### config.mk
export PLATFORM = sky130hd
export DESIGN_NAME = tcc_channels_top
export DESIGN_NICKNAME = d
export VERILOG_FILES = /design/src/hw/tcc_pkg.sv /design/src/hw/tcc_channel.sv /design/src/hw/tcc_channels_top.sv /design/src/hw/tcc_prescaler.sv
export SDC_FILE = /design/constraint.sdc
export NUM_CORES = 1
export LEC_CHECK = 0
export ABC_AREA = 1
export BUFFER_PORTS_ARGS = -buffer_cell sky130_fd_sc_hd__buf_2
export CAP_MARGIN = 40
export CORE_AREA = 5 5 115 117
export CTS_CLUSTER_DIAMETER = 30
export DETAILED_ROUTE_END_ITERATION = 7
export DIE_AREA = 0 0 120 122
export GPL_TIMING_DRIVEN = 0
export PLACE_DENSITY = 0.81
export SETUP_SLACK_MARGIN = 0.5
export SLEW_MARGIN = 25
export SYNTH_ARGS = -nofsm -noshare
export SYNTH_HDL_FRONTEND = slang
export SYNTH_SLANG_ARGS = --single-unit
### constraint.sdc
create_clock -name ref_clk -period 5.76 [get_ports ref_clk]
set_input_delay 0.576 -clock ref_clk [delete_from_list [all_inputs] [get_ports ref_clk]]
set_output_delay 0.576 -clock ref_clk [all_outputs]
set_load 0.005 [all_outputs]
### src/hw/tcc_pkg.sv
/*
 * Shared constants for the timer capture/compare channel block: register
 * indices, field positions, reset values and the compare pin actions.
 * Assumes a 32-bit APB where each register index occupies one aligned word.
 */
package tcc_pkg;

	localparam int unsigned ADDR_W = 12;

	// Register indices; the byte address is four times the index.
	localparam logic [7:0] IDX_TIMER_CTRL = 8'h20;
	localparam logic [7:0] IDX_COUNT_HIGH = 8'h21;
	localparam logic [7:0] IDX_COUNT_LOW  = 8'h22;
	localparam logic [7:0] IDX_MOD_HIGH   = 8'h23;
	localparam logic [7:0] IDX_MOD_LOW    = 8'h24;
	localparam logic [7:0] IDX_CH4_CTRL   = 8'h32;
	localparam logic [7:0] IDX_CH4_HIGH   = 8'h33;
	localparam logic [7:0] IDX_CH4_LOW    = 8'h34;
	localparam logic [7:0] IDX_CH5_CTRL   = 8'h35;
	localparam logic [7:0] IDX_CH5_HIGH   = 8'h36;
	localparam logic [7:0] IDX_CH5_LOW    = 8'h37;
	localparam logic [7:0] IDX_IRQ_STAT   = 8'h38;
	localparam logic [7:0] IDX_IRQ_MASK   = 8'h39;

	// Channel status and control fields.
	localparam int unsigned TSC_FLAG = 7;
	localparam int unsigned TSC_IE   = 6;
	localparam int unsigned TSC_MSA  = 4;
	localparam int unsigned TSC_ELSB = 3;
	localparam int unsigned TSC_ELSA = 2;
	localparam int unsigned TSC_TOW  = 1;
	localparam int unsigned TSC_FULL = 0;
	localparam logic [7:0]  TSC_WMASK = 8'h5F;
	localparam logic [7:0]  TSC_RESET = 8'h00;

	// Timer control fields.
	localparam int unsigned CTRL_CLEAR = 4;
	localparam int unsigned CTRL_STOP  = 5;
	localparam int unsigned CTRL_OVIE  = 6;
	localparam int unsigned CTRL_OVF   = 7;
	localparam logic [2:0]  PS_RESET   = 3'h0;
	localparam logic [2:0]  PS_EXT     = 3'h7;

	// Interrupt status and mask bit positions.
	localparam int unsigned STAT_CH4 = 0;
	localparam int unsigned STAT_CH5 = 1;
	localparam int unsigned STAT_OVF = 2;
	localparam logic [2:0]  MASK_RESET = 3'h0;

	localparam logic [15:0] MOD_RESET   = 16'hFFFF;
	localparam logic [15:0] COUNT_RESET = 16'h0000;

	// Compare pin action, coded as the two edge-level select bits.
	typedef enum logic [1:0] {
		TCC_ACT_NONE,
		TCC_ACT_TOGGLE,
		TCC_ACT_CLEAR,
		TCC_ACT_SET
	} tcc_action_t;

	function automatic logic is_reg(input logic [ADDR_W-1:0] addr, input logic [7:0] idx);
		is_reg = (addr == {2'b00, idx, 2'b00});
	endfunction : is_reg

endpackage : tcc_pkg

### src/hw/tcc_channel.sv
/*
 * One capture/compare channel: edge-triggered capture of the shared counter,
 * compare match with pin action, and the 16-bit value register.
 * Assumes count changes only in the cycle marked by step.
 */
`timescale 1ns/1ps
module tcc_channel (
	input  wire logic        ref_clk,
	input  wire logic        rst_n,
	input  wire logic [7:0]  ctrl,
	input  wire logic [15:0] count,
	input  wire logic        step,
	input  wire logic        wrap,
	input  wire logic        pin_in,
	input  wire logic        wr_high,
	input  wire logic        wr_low,
	input  wire logic [7:0]  wdata,
	output logic [15:0]      value,
	output logic             event_pulse,
	output logic             pin_out,
	output logic             pin_oe
);
	logic                 pin_prev;
	logic                 capture;
	logic                 match;
	tcc_pkg::tcc_action_t action;

	assign action = tcc_pkg::tcc_action_t'({ctrl[tcc_pkg::TSC_ELSB], ctrl[tcc_pkg::TSC_ELSA]});

	always_ff @(posedge ref_clk) begin
		if (!rst_n) begin
			pin_prev <= 1'b0;
		end else begin
			pin_prev <= pin_in;
		end
	end

	always_comb begin
		capture = !ctrl[tcc_pkg::TSC_MSA] && ((ctrl[tcc_pkg::TSC_ELSA] && pin_in && !pin_prev) ||
			(ctrl[tcc_pkg::TSC_ELSB] && !pin_in && pin_prev));
		match   = ctrl[tcc_pkg::TSC_MSA] && step && (count == value);
	end

	// No reset here: the value holds whatever it had before reset.
	always_ff @(posedge ref_clk) begin
		if (capture) begin
			value <= count;
		end else begin
			if (wr_high) begin
				value[15:8] <= wdata;
			end
			if (wr_low) begin
				value[7:0] <= wdata;
			end
		end
	end

	always_ff @(posedge ref_clk) begin
		if (!rst_n) begin
			event_pulse <= 1'b0;
		end else begin
			event_pulse <= capture || match;
		end
	end

	always_ff @(posedge ref_clk) begin
		if (!rst_n) begin
			pin_out <= 1'b0;
			pin_oe  <= 1'b0;
		end else begin
			pin_oe <= ctrl[tcc_pkg::TSC_MSA] && (action != tcc_pkg::TCC_ACT_NONE);
			if (match && !(ctrl[tcc_pkg::TSC_FULL] && ctrl[tcc_pkg::TSC_TOW])) begin
				unique case (action)
					tcc_pkg::TCC_ACT_NONE:   pin_out <= pin_out;
					tcc_pkg::TCC_ACT_TOGGLE: pin_out <= !pin_out;
					tcc_pkg::TCC_ACT_CLEAR:  pin_out <= 1'b0;
					tcc_pkg::TCC_ACT_SET:    pin_out <= 1'b1;
				endcase
			end else if (ctrl[tcc_pkg::TSC_MSA] && wrap && ctrl[tcc_pkg::TSC_TOW]) begin
				pin_out <= !pin_out;
			end
		end
	end
endmodule : tcc_channel

### src/hw/tcc_channels_top.sv
/*
 * Timer with two capture/compare channels behind an APB slave: the shared
 * 16-bit counter, its prescaler, register file and a masked interrupt.
 * Assumes the APB master and pins are synchronous to ref_clk.
 */
`timescale 1ns/1ps
module tcc_channels_top (
	input  wire logic                      ref_clk,
	input  wire logic                      rst_n,
	input  wire logic                      psel,
	input  wire logic                      penable,
	input  wire logic                      pwrite,
	input  wire logic [tcc_pkg::ADDR_W-1:0] paddr,
	input  wire logic [31:0]               pwdata,
	output logic [31:0]                    prdata,
	output logic                           pready,
	output logic                           pslverr,
	input  wire logic                      external_timer_clock_pin,
	input  wire logic                      ch4_pin_in,
	output logic                           ch4_pin_out,
	output logic                           ch4_pin_oe,
	input  wire logic                      ch5_pin_in,
	output logic                           ch5_pin_out,
	output logic                           ch5_pin_oe,
	output logic                           irq
);
	logic [2:0]  clock_prescale_select;
	logic        stop;
	logic        ovie;
	logic        tick;
	logic [15:0] count;
	logic [15:0] modulo;
	logic        step;
	logic        wrap;
	logic [7:0]  ch_ctrl [2];
	logic [15:0] ch_value [2];
	logic [1:0]  ch_event;
	logic [1:0]  ch_pin_in;
	logic [1:0]  ch_pin_out;
	logic [1:0]  ch_pin_oe;
	logic [1:0]  ch_wr_high;
	logic [1:0]  ch_wr_low;
	logic [2:0]  stat;
	logic [2:0]  mask;
	logic [2:0]  enable;
	logic [2:0]  stat_set;
	logic [2:0]  stat_clr;
	logic        setup;
	logic        access;
	logic        wr_en;
	logic        ctrl_clear;
	logic        rd_hit;
	logic [7:0]  rd_byte;

	function automatic logic [7:0] ctrl_view(input logic [7:0] ctrl, input logic flag);
		ctrl_view = (ctrl & tcc_pkg::TSC_WMASK) | {flag, 7'h00};
	endfunction : ctrl_view

	// APB handshake: one wait-free access phase, answer prepared at setup.
	assign setup      = psel && !penable;
	assign access     = psel && penable && pready;
	assign wr_en      = access && pwrite && !pslverr;
	assign ctrl_clear = wr_en && tcc_pkg::is_reg(paddr, tcc_pkg::IDX_TIMER_CTRL) && pwdata[tcc_pkg::CTRL_CLEAR];

	tcc_prescaler u_prescaler (
		.ref_clk (ref_clk),
		.rst_n   (rst_n),
		.sel     (clock_prescale_select),
		.ext_clk (external_timer_clock_pin),
		.tick    (tick)
	);

	always_ff @(posedge ref_clk) begin
		if (!rst_n) begin
			count <= tcc_pkg::COUNT_RESET;
		end else if (ctrl_clear) begin
			count <= tcc_pkg::COUNT_RESET;
		end else if (tick && !stop) begin
			if (count == modulo) begin
				count <= tcc_pkg::COUNT_RESET;
			end else begin
				count <= count + 16'h0001;
			end
		end
	end

	// Step and wrap mark the cycle in which count shows its new value.
	always_ff @(posedge ref_clk) begin
		if (!rst_n) begin
			step <= 1'b0;
			wrap <= 1'b0;
		end else begin
			step <= tick && !stop && !ctrl_clear;
			wrap <= tick && !stop && !ctrl_clear && (count == modulo);
		end
	end

	always_ff @(posedge ref_clk) begin
		if (!rst_n) begin
			clock_prescale_select <= tcc_pkg::PS_RESET;
			stop                  <= 1'b0;
			ovie                  <= 1'b0;
		end else if (wr_en && tcc_pkg::is_reg(paddr, tcc_pkg::IDX_TIMER_CTRL)) begin
			clock_prescale_select <= pwdata[2:0];
			stop                  <= pwdata[tcc_pkg::CTRL_STOP];
			ovie                  <= pwdata[tcc_pkg::CTRL_OVIE];
		end
	end

	always_ff @(posedge ref_clk) begin
		if (!rst_n) begin
			modulo <= tcc_pkg::MOD_RESET;
		end else if (wr_en) begin
			if (tcc_pkg::is_reg(paddr, tcc_pkg::IDX_MOD_HIGH)) begin
				modulo[15:8] <= pwdata[7:0];
			end
			if (tcc_pkg::is_reg(paddr, tcc_pkg::IDX_MOD_LOW)) begin
				modulo[7:0] <= pwdata[7:0];
			end
		end
	end

	always_ff @(posedge ref_clk) begin
		if (!rst_n) begin
			ch_ctrl[0] <= tcc_pkg::TSC_RESET;
			ch_ctrl[1] <= tcc_pkg::TSC_RESET;
		end else if (wr_en) begin
			if (tcc_pkg::is_reg(paddr, tcc_pkg::IDX_CH4_CTRL)) begin
				ch_ctrl[0] <= pwdata[7:0] & tcc_pkg::TSC_WMASK;
			end
			if (tcc_pkg::is_reg(paddr, tcc_pkg::IDX_CH5_CTRL)) begin
				ch_ctrl[1] <= pwdata[7:0] & tcc_pkg::TSC_WMASK;
			end
		end
	end

	always_comb begin
		ch_wr_high[0] = wr_en && tcc_pkg::is_reg(paddr, tcc_pkg::IDX_CH4_HIGH);
		ch_wr_low[0]  = wr_en && tcc_pkg::is_reg(paddr, tcc_pkg::IDX_CH4_LOW);
		ch_wr_high[1] = wr_en && tcc_pkg::is_reg(paddr, tcc_pkg::IDX_CH5_HIGH);
		ch_wr_low[1]  = wr_en && tcc_pkg::is_reg(paddr, tcc_pkg::IDX_CH5_LOW);
	end

	assign ch_pin_in = {ch5_pin_in, ch4_pin_in};

	// Both channels see the very same counter, step and wrap.
	for (genvar i = 0; i < 2; i++) begin : g_ch
		tcc_channel u_channel (
			.ref_clk     (ref_clk),
			.rst_n       (rst_n),
			.ctrl        (ch_ctrl[i]),
			.count       (count),
			.step        (step),
			.wrap        (wrap),
			.pin_in      (ch_pin_in[i]),
			.wr_high     (ch_wr_high[i]),
			.wr_low      (ch_wr_low[i]),
			.wdata       (pwdata[7:0]),
			.value       (ch_value[i]),
			.event_pulse (ch_event[i]),
			.pin_out     (ch_pin_out[i]),
			.pin_oe      (ch_pin_oe[i])
		);
	end

	assign ch4_pin_out = ch_pin_out[0];
	assign ch4_pin_oe  = ch_pin_oe[0];
	assign ch5_pin_out = ch_pin_out[1];
	assign ch5_pin_oe  = ch_pin_oe[1];

	// Only the bits returned by this read are cleared, so an event landing
	// between setup and access stays pending and the set always wins.
	always_comb begin
		stat_set = {wrap, ch_event};
		stat_clr = 3'h0;
		if (access && !pwrite && tcc_pkg::is_reg(paddr, tcc_pkg::IDX_IRQ_STAT)) begin
			stat_clr = prdata[2:0];
		end
		enable = {ovie, ch_ctrl[1][tcc_pkg::TSC_IE], ch_ctrl[0][tcc_pkg::TSC_IE]};
	end

	always_ff @(posedge ref_clk) begin
		if (!rst_n) begin
			stat <= 3'h0;
		end else begin
			stat <= (stat & ~stat_clr) | stat_set;
		end
	end

	always_ff @(posedge ref_clk) begin
		if (!rst_n) begin
			mask <= tcc_pkg::MASK_RESET;
		end else if (wr_en && tcc_pkg::is_reg(paddr, tcc_pkg::IDX_IRQ_MASK)) begin
			mask <= pwdata[2:0];
		end
	end

	always_ff @(posedge ref_clk) begin
		if (!rst_n) begin
			irq <= 1'b0;
		end else begin
			irq <= |(stat & mask & enable);
		end
	end

	// The counter read is not latched: a high byte then low byte read can
	// straddle a carry, so software rereads the high byte if it must.
	always_comb begin
		rd_hit  = (paddr[1:0] == 2'b00) && (paddr[11:10] == 2'b00);
		rd_byte = 8'h00;
		unique case (paddr[9:2])
			tcc_pkg::IDX_TIMER_CTRL: rd_byte = {stat[tcc_pkg::STAT_OVF], ovie, stop, 2'b00, clock_prescale_select};
			tcc_pkg::IDX_COUNT_HIGH: rd_byte = count[15:8];
			tcc_pkg::IDX_COUNT_LOW:  rd_byte = count[7:0];
			tcc_pkg::IDX_MOD_HIGH:   rd_byte = modulo[15:8];
			tcc_pkg::IDX_MOD_LOW:    rd_byte = modulo[7:0];
			tcc_pkg::IDX_CH4_CTRL:   rd_byte = ctrl_view(ch_ctrl[0], stat[tcc_pkg::STAT_CH4]);
			tcc_pkg::IDX_CH4_HIGH:   rd_byte = ch_value[0][15:8];
			tcc_pkg::IDX_CH4_LOW:    rd_byte = ch_value[0][7:0];
			tcc_pkg::IDX_CH5_CTRL:   rd_byte = ctrl_view(ch_ctrl[1], stat[tcc_pkg::STAT_CH5]);
			tcc_pkg::IDX_CH5_HIGH:   rd_byte = ch_value[1][15:8];
			tcc_pkg::IDX_CH5_LOW:    rd_byte = ch_value[1][7:0];
			tcc_pkg::IDX_IRQ_STAT:   rd_byte = {5'h00, stat};
			tcc_pkg::IDX_IRQ_MASK:   rd_byte = {5'h00, mask};
			default:                 rd_hit  = 1'b0;
		endcase
	end

	always_ff @(posedge ref_clk) begin
		if (!rst_n) begin
			pready  <= 1'b0;
			pslverr <= 1'b0;
			prdata  <= 32'h00000000;
		end else begin
			pready  <= setup;
			pslverr <= setup && !rd_hit;
			if (setup) begin
				prdata <= {24'h000000, rd_hit ? rd_byte : 8'h00};
			end
		end
	end
endmodule : tcc_channels_top

### src/hw/tcc_prescaler.sv
/*
 * Timer clock prescaler: a one-cycle tick at one of seven divided rates of
 * ref_clk or on each rising edge of the external timer clock pin.
 * Assumes the external pin is already synchronous to ref_clk.
 */
`timescale 1ns/1ps
module tcc_prescaler (
	input  wire logic       ref_clk,
	input  wire logic       rst_n,
	input  wire logic [2:0] sel,
	input  wire logic       ext_clk,
	output logic            tick
);
	logic [5:0] div;
	logic [5:0] span;
	logic       ext_prev;

	always_ff @(posedge ref_clk) begin
		if (!rst_n) begin
			div <= 6'h00;
		end else begin
			div <= div + 6'h01;
		end
	end

	always_ff @(posedge ref_clk) begin
		if (!rst_n) begin
			ext_prev <= 1'b0;
		end else begin
			ext_prev <= ext_clk;
		end
	end

	always_comb begin
		span = (6'h01 << sel) - 6'h01;
		if (sel == tcc_pkg::PS_EXT) begin
			tick = ext_clk && !ext_prev;
		end else begin
			tick = (div & span) == span;
		end
	end
endmodule : tcc_prescaler

==> impl_metrics.env, run 1 <==
export IMPL_place_ws_ns=3.17
export IMPL_gp_congestion=1.01
export IMPL_endpoint_kind="register"
export IMPL_cts_buffer_depth=2
export IMPL_min_period_ns=2.48
export IMPL_fp_row_count=41
export IMPL_grt_max_degree=17
export IMPL_synth_warnings=0
export IMPL_finalSetupTns_ns=0
export IMPL_area_delta_synth_final_pct=15.7
export IMPL_drc=0
export IMPL_worst_slew_pin_slew_ns=0.821
export IMPL_busiest_layer="met2"
export IMPL_grt_first_pass_wirelength_mm=34.3
export IMPL_synth_cells=1012
export IMPL_critPathRequiredTime_ns=5.95
export IMPL_htree_levels=4
export IMPL_synth_seq_cells=115
export IMPL_fillers=1076
export IMPL_final_util_pct=66.5
export IMPL_drt_iter0_drc=842
export IMPL_totalWireLength_mm=22.4
export IMPL_relSlewSlack_pct=44.9
export IMPL_crit_arrival_ns=2.66
export IMPL_multi_input_area_um2=3550
export IMPL_ys_seq_area_share_pct=38.9
export IMPL_layout_common_cells="280 x nand2_1, 129 x nor2_1, 128 x inv_1, 71 x dfxtp_1, 55 x buf_2"
export IMPL_vias=7144
export IMPL_io_buffers=41
export IMPL_cpPeakStageDelay_ns=0.57
export IMPL_worstHoldPathType="in -> reg"
export IMPL_ys_dominant_reg_cell="dfxtp_1"
export IMPL_use_met3_pct=9.05
export IMPL_total_leakage_power_nw=3.76
export IMPL_root_buffer="clkbuf_16"
export IMPL_synth_edff_count=44
export IMPL_status="completed"
export IMPL_track_usage_pct=30.7
export IMPL_met1_usage_pct=37.5
export IMPL_cts_tree="yes"
export IMPL_diodes=0
export IMPL_path_class="reg -> reg"
export IMPL_fin_ws_ns=3.28
export IMPL_path_max_fanout=10
export IMPL_crit_slowest_cell="clkbuf_1"
export IMPL_grt_pass1_vias=6604
export IMPL_fin_skew_ns=0.00938
export IMPL_dieHeight_um=122
export IMPL_ys_types=45
export IMPL_async_reset_ff_share_pct=0
export IMPL_coreArea_um2=12300
export IMPL_drt_pass1_iter_count=6
export IMPL_overflow=0
export IMPL_rsz0062_at_grt="false"
export IMPL_cts_setup_buffers=0
export IMPL_dp_cells=1229
export IMPL_drv_cap=0
export IMPL_nNetsFinal=1153
export IMPL_ir_drop_mv=0.157
export IMPL_use_met2_pct=48.8
export IMPL_via_per_inst=5.66
export IMPL_hpwl_mm=16.3
export IMPL_startpoint_type="register"
export IMPL_die_w_um=120
export IMPL_clkTransAtPathRegs_ns=0.06
export IMPL_syn_area_per_cell_um2=6.96
export IMPL_p_per_area_nw_per_um2=258
export IMPL_cts_buffers=17
export IMPL_synth_area_um2=7050
export IMPL_postRouteAntennaNets=0
export IMPL_critPathBufInv=2
export IMPL_fin_cells=1262
export IMPL_ctsResizeCount=0
export IMPL_antenna_found_initial=0
export IMPL_final_hold_viol_count=0
export IMPL_area_sequential_um2=2740
export IMPL_fin_crit_sh_pct=43.0
export IMPL_cp_top_family="buffers and inverters"
export IMPL_die_area_um2=14600
export IMPL_whs_ns=0.353
export IMPL_crit_chain="a21oi_1 > nand3b_1 > clkbuf_1 > o21ai_1 > buf_4"
export IMPL_drive_above_1_share_pct=15.0
export IMPL_drv_slew=0
export IMPL_routedWlPerCell_um=17.7
export IMPL_setup_viol=0
export IMPL_top_level_ports=91
export IMPL_max_clock_freq_ghz=0.404
export IMPL_clock_latency_ns=0.43
export IMPL_cts_sinks=115
export IMPL_postCtsHoldBufs=0
export IMPL_final_common_cell="nand2_1"
export IMPL_start_util_pct=57.5
[metrics by stage]
| stage | total power, mW | instance area, um^2 |
|---|---|---|
| after detailed placement | 1.06 | 7560 |
| after CTS | 2.09 | 8150 |
| final | 2.10 | 8150 |
| after global placement | 1.06 | 7530 |
| after floorplan | 1.00 | 7130 |
| after global routing | 2.15 | 8150 |
[area by class of cell]
type / instances / share of cell area, %
inverters: 142 / 6.54
multi-input cells: 727 / 43.5
repair buffers: 45 / 2.85
clock buffers: 24 / 6.31
well taps: 150 / 2.30
clock inverters: 8 / 0.875
plain buffers: 51 / 3.97
flip-flops and latches: 115 / 33.6
[power breakdown]
group          internal [mW]  switching [mW]  total (mW)  leakage [nW]
combinational         0.0527           0.113       0.165          2.48
clock                  0.663           0.387        1.05         0.280
sequential             0.869          0.0185       0.887          1.01
total                   1.58           0.518        2.10          3.76
[synth_stat cells, types with 12 or more instances]
cell	count	area [um^2]
a21oi_1	34	170
buf_2	13	65.1
buf_4	25	188
dfxtp_1	71	1420
edfxtp_1	44	1320
inv_1	128	480
inv_2	12	45.0
nand2_1	280	1050
nand3_1	46	230
nand4_1	18	113
nor2_1	129	484
nor3_1	13	65.1
o211ai_1	17	128
o21ai_0	54	270
o21ai_1	12	60.1
o22ai_1	12	75.1
xnor2_1	21	184
xor2_1	14	123
[sequential cells by signal (all words and copies together), names as in the netlist, 6 cells and up]
signal	flops
ch_ctrl	12
g_ch.u_channel.value	32
modulo	16
prdata	8
u_prescaler.div	6
count	16
[tightest hold or removal path: cells and delay by family]
kind | cells | cell delay (ns)
AND/OR/NAND/NOR | 1 | 0.05
buffers and inverters | 2 | 0.13
[kinds of logic after synthesis]
| logic type | Yosys count | synth area share, % |
|---|---|---|
| DFF | 115 | 38.9 |
| buffers and inverters | 193 | 12.2 |
| other | 1 | 0.0532 |
| AOI/OAI and AO/OA | 138 | 11.1 |
| adders and majority gates | 2 | 0.355 |
| xor gates and xnor gates | 35 | 4.35 |
| and+or+nand+nor | 528 | 33.1 |
[final timing paths]
path / slack, ns / from / cells after the start / to
setup / recovery: 3.28 / ch_ctrl[0][8]$_DFFE_PP_ / 5 / g_ch[1].u_channel.value[1]$_DFFE_PP_
hold / removal: 0.35 / external_timer_clock_pin / 3 / u_prescaler.ext_prev$_SDFF_PN0_
setup reg to reg: 3.28 / ch_ctrl[0][8]$_DFFE_PP_ / 5 / g_ch[1].u_channel.value[1]$_DFFE_PP_
hold reg to reg: 0.44 / g_ch[1].u_channel.event_pulse$_SDFF_PN0_ / 2 / stat[1]$_SDFF_PN0_
[metal layers]
layer | part of all wire [%] | routed length [um] | up-vias
met1 | 39 | 8730 | 3248
met5 | 0 | 0 | -
met3 | 11 | 2410 | 93
met4 | 4.7 | 1060 | 0
met2 | 45 | 10200 | 438
li1 | - | - | 3365
No activity file was read; power rests on OpenSTA's default activity.
==> run 2: changes to the inputs <==
- CORE_AREA: 5 5 115 117 -> 5 5 116 118
- DIE_AREA: 0 0 120 122 -> 0 0 121 123
- PLACE_DENSITY: 0.81 -> 0.8
- clock period: 5.76 -> 2.51 ns (I/O delays scaled with it)
==> run 2 against run 1 <==
  * Critical path depth rose by 1
  * Sequential power rose by 130%
  * Register-to-register slack got worse by 2.7 ns
  * Critical path type unchanged
  * Highest routed layer unchanged
==> impl_metrics.env, run 2 (synthesized netlist as in run 1, its figures left out) <==
export IMPL_status="completed"
export IMPL_fp_row_count=41
export IMPL_final_common_cell="nand2_1"
export IMPL_clkPwrFrac_pct=50.0
export IMPL_drv_cap=0
export IMPL_drt_pass1_iter_count=5
export IMPL_clkTransAtPathRegs_ns=0.05
export IMPL_postRouteAntennaNets=0
export IMPL_worst_slew_pin_slew_ns=0.787
export IMPL_drv_slew=0
export IMPL_drt_iter0_drc=826
export IMPL_reg2regPathDepth=6
export IMPL_overflow=0
export IMPL_total_leakage_power_nw=3.78
export IMPL_drc=0
export IMPL_setup_viol=0
export IMPL_via_per_inst=5.55
export IMPL_die_area_um2=14900
export IMPL_min_period_ns=1.94
export IMPL_fin_skew_ns=0.0111
export IMPL_cts_tree="yes"
export IMPL_clock_latency_ns=0.43
export IMPL_totalWireLength_mm=22.2
export IMPL_layout_common_cells="280 x nand2_1, 129 x nor2_1, 128 x inv_1, 69 x dfxtp_1, 53 x buf_2"
export IMPL_reg_largest_list="g_ch.u_channel.value x32, count x16, modulo x16"
export IMPL_gp_congestion=0.964
export IMPL_cts_sinks=115
export IMPL_track_usage_pct=30.4
export IMPL_finalSetupTns_ns=0
export IMPL_root_buffer="clkbuf_16"
export IMPL_swShare_pct=25.0
export IMPL_ff2ff_setup_slack_ns=0.57
export IMPL_critPathRequiredTime_ns=2.57
export IMPL_largest_reg_flops=32
export IMPL_die_w_um=121
export IMPL_r2r_end="g_ch[1].u_channel.value[2]$_DFFE_PP_"
export IMPL_hpwl_mm=16.3
export IMPL_postCtsHoldBufs=0
export IMPL_nNetsFinal=1152
export IMPL_htree_levels=4
export IMPL_regMostFlops="g_ch.u_channel.value"
export IMPL_dp_cells=1248
export IMPL_power_total_mw=4.83
export IMPL_fin_cells=1283
export IMPL_endpoint_kind="register"
export IMPL_vias=7121
export IMPL_startpoint_type="register"
export IMPL_cts_buffers=17
export IMPL_critPathBufInv=1
export IMPL_diodes=0
export IMPL_grt_pass1_vias=6489
export IMPL_path_class="reg -> reg"
export IMPL_p_per_area_nw_per_um2=588
export IMPL_path_max_fanout=8
export IMPL_min_path_cells=3
export IMPL_max_clock_freq_ghz=0.515
export IMPL_io_buffers=41
export IMPL_crit_chain="nand2_1 > nor2_1 > nand2_1 > nor2_4 > inv_1 > o21ai_2"
export IMPL_cp_common_cell="nand2_1"
export IMPL_power_switching_mw=1.21
export IMPL_intPower_mw=3.62
export IMPL_cts_buffer_depth=2
export IMPL_crit_arrival_ns=2.00
export IMPL_final_hold_viol_count=0
export IMPL_cp_top_family="simple AND/OR/NAND/NOR gates"
export IMPL_antenna_found_initial=0
export IMPL_relSlewSlack_pct=47.4
export IMPL_min_from="external_timer_clock_pin"
export IMPL_top_level_ports=91
export IMPL_combPwrFrac_pct=7.8
export IMPL_drive_above_1_share_pct=15.7
export IMPL_coreArea_um2=12400
export IMPL_grt_max_degree=17
export IMPL_routedWlPerCell_um=17.3
export IMPL_dieHeight_um=123
export IMPL_worstHoldPathType="in -> reg"
export IMPL_holdPathEnd="u_prescaler.ext_prev$_SDFF_PN0_"
export IMPL_ir_drop_mv=0.470
export IMPL_cpPeakStageDelay_ns=0.44
export IMPL_seq_power_share_pct=42.2
export IMPL_rsz0062_at_grt="false"
export IMPL_r2r_start="pready$_SDFF_PN0_"
export IMPL_fin_crit_sh_pct=77.3
export IMPL_grt_first_pass_wirelength_mm=34.0
export IMPL_start_util_pct=57.0
export IMPL_area_delta_synth_final_pct=16.5
export IMPL_crit_slowest_cell="o21ai_2"
-- run 2: how the worst max path moves through the flow --
stage	from	end	slack (ns)	cells after the start
after CTS	pready$_SDFF_PN0_	g_ch[0].u_channel.value[15]$_DFFE_PP_	0.55	4
final	pready$_SDFF_PN0_	g_ch[1].u_channel.value[2]$_DFFE_PP_	0.57	6
after detailed placement	ch_ctrl[0][2]$_DFFE_PP_	g_ch[0].u_channel.value[2]$_DFFE_PP_	0.27	4
after global placement	paddr[9]	g_ch[0].u_channel.value[2]$_DFFE_PP_	0.02	6
after floorplan	pready$_SDFF_PN0_	g_ch[0].u_channel.value[0]$_DFFE_PP_	0.64	6
after global routing	count[13]$_SDFFE_PP0P_	g_ch[1].u_channel.pin_out$_SDFFE_PN0P_	0.50	13
-- run 2: cell type report --
cell class                      count  area, um^2
Timing Repair Buffer               44         228
Multi-Input combinational cell    727        3570
Clock buffer                       19         454
Buffer                             51         329
Inverter                          142         533
Clock inverter                     13         134
Fill cell                        1070        4150
Tap cell                          172         215
Sequential cell                   115        2750
-- run 2: timing repair --
action                                  CTS  global route
cloned                                    0             0
endpoints found under the hold margin     0             0
endpoints found under the setup margin   34             7
setup buffers                             2             0
gates resized for setup                   5             3
-- run 2: per-layer routing --
layer	GRT usage (%)	vias to the layer above	wire, um
li1	-	3374	-
met1	39.2	3195	8570
met2	48.1	458	10000
met3	5.72	94	2470
met4	17.5	0	1150
met5	0	-	0
-- run 2: power groups by stage --
| stage | Combinational [mW] | Sequential, mW | Clock [mW] |
|---|---|---|---|
| after floorplan | 0.243 | 2.06 | 0 |
| after detailed placement | 0.358 | 2.07 | 0 |
| final | 0.379 | 2.04 | 2.42 |
| after CTS | 0.365 | 2.03 | 2.42 |
| after global routing | 0.415 | 2.04 | 2.50 |
| after global placement | 0.350 | 2.07 | 0 |
-- run 2: worst min-delay path: stages --
cell     delay [ns]
buf_2          0.09
nand2_1        0.05
inv_1          0.04
-- run 2: metrics by stage --
stage          setup slack, ns  utilization, %  hold WS (ns)  area, um^2
3_3_place_gp            0.0214            61.2         0.431        7560
5_1_grt                  0.505            66.4        0.0403        8210
3_5_place_dp             0.269            61.3         0.422        7580
6_report                 0.570            66.4        0.0261        8210
2_1_floorplan            0.644               -         0.340        7140
4_1_cts                  0.548            66.3        0.0130        8190
==> run 3: changes to the inputs <==
- clock period: 2.51 -> 1.9 ns (I/O delays scaled with it)
==> run 3 against run 2 <==
  * Combinational power increased by 100%
  * The run now ends with design-rule violations, negative setup slack left
  * Final cell count up 7.6%
  * Clock power increased by 44%
==> impl_metrics.env, run 3 (synthesized netlist as in run 1, its figures left out) <==
export IMPL_worst_slew_pin_slew_ns=0.752
export IMPL_final_hold_viol_count=0
export IMPL_dieHeight_um=123
export IMPL_combPwrFrac_pct=11.0
export IMPL_drive_above_1_share_pct=37.8
export IMPL_relSlewSlack_pct=49.9
export IMPL_track_usage_pct=34.9
export IMPL_root_buffer="clkbuf_16"
export IMPL_worstHoldPathType="in -> reg"
export IMPL_cts_buffers=17
export IMPL_grt_first_pass_wirelength_mm=39.1
export IMPL_ir_drop_mv=0.734
export IMPL_endpoint_kind="register"
export IMPL_via_per_inst=6.18
export IMPL_finalSetupTns_ns=-1.37
export IMPL_fin_ws_ns=-0.220
export IMPL_seq_power_share_pct=38.8
export IMPL_fillers=665
export IMPL_path_max_fanout=9
export IMPL_fin_skew_ns=0.0112
export IMPL_cts_sinks=115
export IMPL_htree_levels=4
export IMPL_drv_slew=0
export IMPL_swShare_pct=25.4
export IMPL_postRouteAntennaNets=0
export IMPL_crit_arrival_ns=2.43
export IMPL_nNetsFinal=1250
export IMPL_setup_viol=15
export IMPL_largest_reg_flops=32
export IMPL_overflow=0
export IMPL_use_met2_pct=55.4
export IMPL_power_switching_mw=1.76
export IMPL_clkPwrFrac_pct=50.2
export IMPL_final_util_pct=84.5
export IMPL_coreArea_um2=12400
export IMPL_antenna_found_initial=1
export IMPL_layout_common_cells="237 x nand2_1, 107 x inv_1, 95 x nor2_1, 78 x buf_4, 56 x dfxtp_1"
export IMPL_grt_max_degree=17
export IMPL_start_util_pct=57.0
export IMPL_busiest_layer="met2"
export IMPL_grt_pass1_vias=7314
export IMPL_clock_latency_ns=0.44
export IMPL_reg_largest_list="g_ch.u_channel.value x32, count x16, modulo x16"
export IMPL_final_common_cell="nand2_1"
export IMPL_drc=74
export IMPL_met1_usage_pct=42.3
export IMPL_vias=8539
export IMPL_rsz0062_at_grt="true"
export IMPL_postPlaceCellArea_um2=7730
export IMPL_top_level_ports=91
export IMPL_io_buffers=41
export IMPL_use_met3_pct=8.69
export IMPL_cts_tree="yes"
export IMPL_whs_ns=0.100
export IMPL_critPathRequiredTime_ns=2.21
export IMPL_regMostFlops="g_ch.u_channel.value"
export IMPL_totalWireLength_mm=30.7
export IMPL_p_per_area_nw_per_um2=664
export IMPL_total_leakage_power_nw=4.73
export IMPL_startpoint_type="register"
export IMPL_routedWlPerCell_um=22.2
export IMPL_intPower_mw=5.17
export IMPL_drt_iter0_drc=1259
export IMPL_status="finished, violations left"
export IMPL_max_clock_freq_ghz=0.472
export IMPL_diodes=0
export IMPL_fin_crit_sh_pct=112
export IMPL_clkTransAtPathRegs_ns=0.06
export IMPL_path_class="reg -> reg"
export IMPL_hpwl_mm=16.5
export IMPL_fp_row_count=41
export IMPL_design_area_um2=10400
export IMPL_drt_pass1_iter_count=8
export IMPL_die_w_um=121
export IMPL_failed_checks="design-rule violations, negative setup slack"
export IMPL_die_area_um2=14900
export IMPL_gp_congestion=1.01
export IMPL_min_period_ns=2.12
export IMPL_drv_cap=0
export IMPL_area_delta_synth_final_pct=48.2
export IMPL_cts_buffer_depth=2
==> run 3: critical path, cell delays in order (launching register included) <==
cell and delay (ns):
dfxtp_4 0.40, inv_4 0.15, or2_1 0.14, nand3_1 0.09
nor2_1 0.40, nand4_4 0.32, nand3_1 0.20, nor2_1 0.07
nor2_1 0.12, nor2_1 0.11
==> run 3: cell type report <==
| class | instances | area [um^2] | area share (%) |
|---|---|---|---|
| multi-input cells | 728 | 4450 | 42.6 |
| repair buffers | 140 | 1260 | 12.1 |
| inverters | 142 | 596 | 5.70 |
| well taps | 172 | 215 | 2.06 |
| flip-flops and latches | 115 | 2780 | 26.6 |
| plain buffers | 51 | 489 | 4.68 |
| clock inverters | 7 | 87.6 | 0.839 |
| clock buffers | 25 | 549 | 5.26 |
| repair inverters | 1 | 11.3 | 0.108 |
==> run 3: final timing paths <==
check / slack [ns] / to / cells after the start / start
min reg2reg: 0.44 / stat[0]$_SDFF_PN0_ / 2 / g_ch[0].u_channel.event_pulse$_SDFF_PN0_
max reg2reg: -0.22 / count[12]$_SDFFE_PP0P_ / 9 / count[4]$_SDFFE_PP0P_
max: -0.22 / count[12]$_SDFFE_PP0P_ / 9 / count[4]$_SDFFE_PP0P_
min: 0.1 / g_ch[0].u_channel.value[6]$_DFFE_PP_ / 3 / pwdata[6]
==> run 3: through the flow <==
stage          power, mW  setup slack [ns]  cells
6_report            6.93            -0.220   1381
5_1_grt             7.04            -0.335   1381
3_3_place_gp        3.22           0.00163   1248
4_1_cts             6.70             0.300   1341
2_1_floorplan       3.05             0.467   1035
3_5_place_dp        3.23          -0.00481   1248
==> run 3: routing by layer <==
metal	share of wire (%)	vias up	wire length (um)
met5	0.18	-	54
met4	10	4	3100
met3	13	296	4140
met2	43	769	13200
met1	33	3881	10200
li1	-	3589	-
==> run 3: power groups by stage <==
| stage | Sequential, mW | Clock [mW] | Combinational, mW |
|---|---|---|---|
| after floorplan | 2.72 | 0 | 0.336 |
| after global placement | 2.74 | 0 | 0.486 |
| after detailed placement | 2.74 | 0 | 0.490 |
| after CTS | 2.68 | 3.41 | 0.598 |
| after global routing | 2.69 | 3.56 | 0.796 |
| final | 2.69 | 3.48 | 0.762 |
==> run 3: what timing repair did <==
item,4_1_cts,5_1_grt
resized for setup,159,204
pin swaps,35,67
hold buffers,4,0
hold endpoints to repair,4,0
setup endpoints to repair,138,142
gates cloned,5,5
buffers inserted,52,35
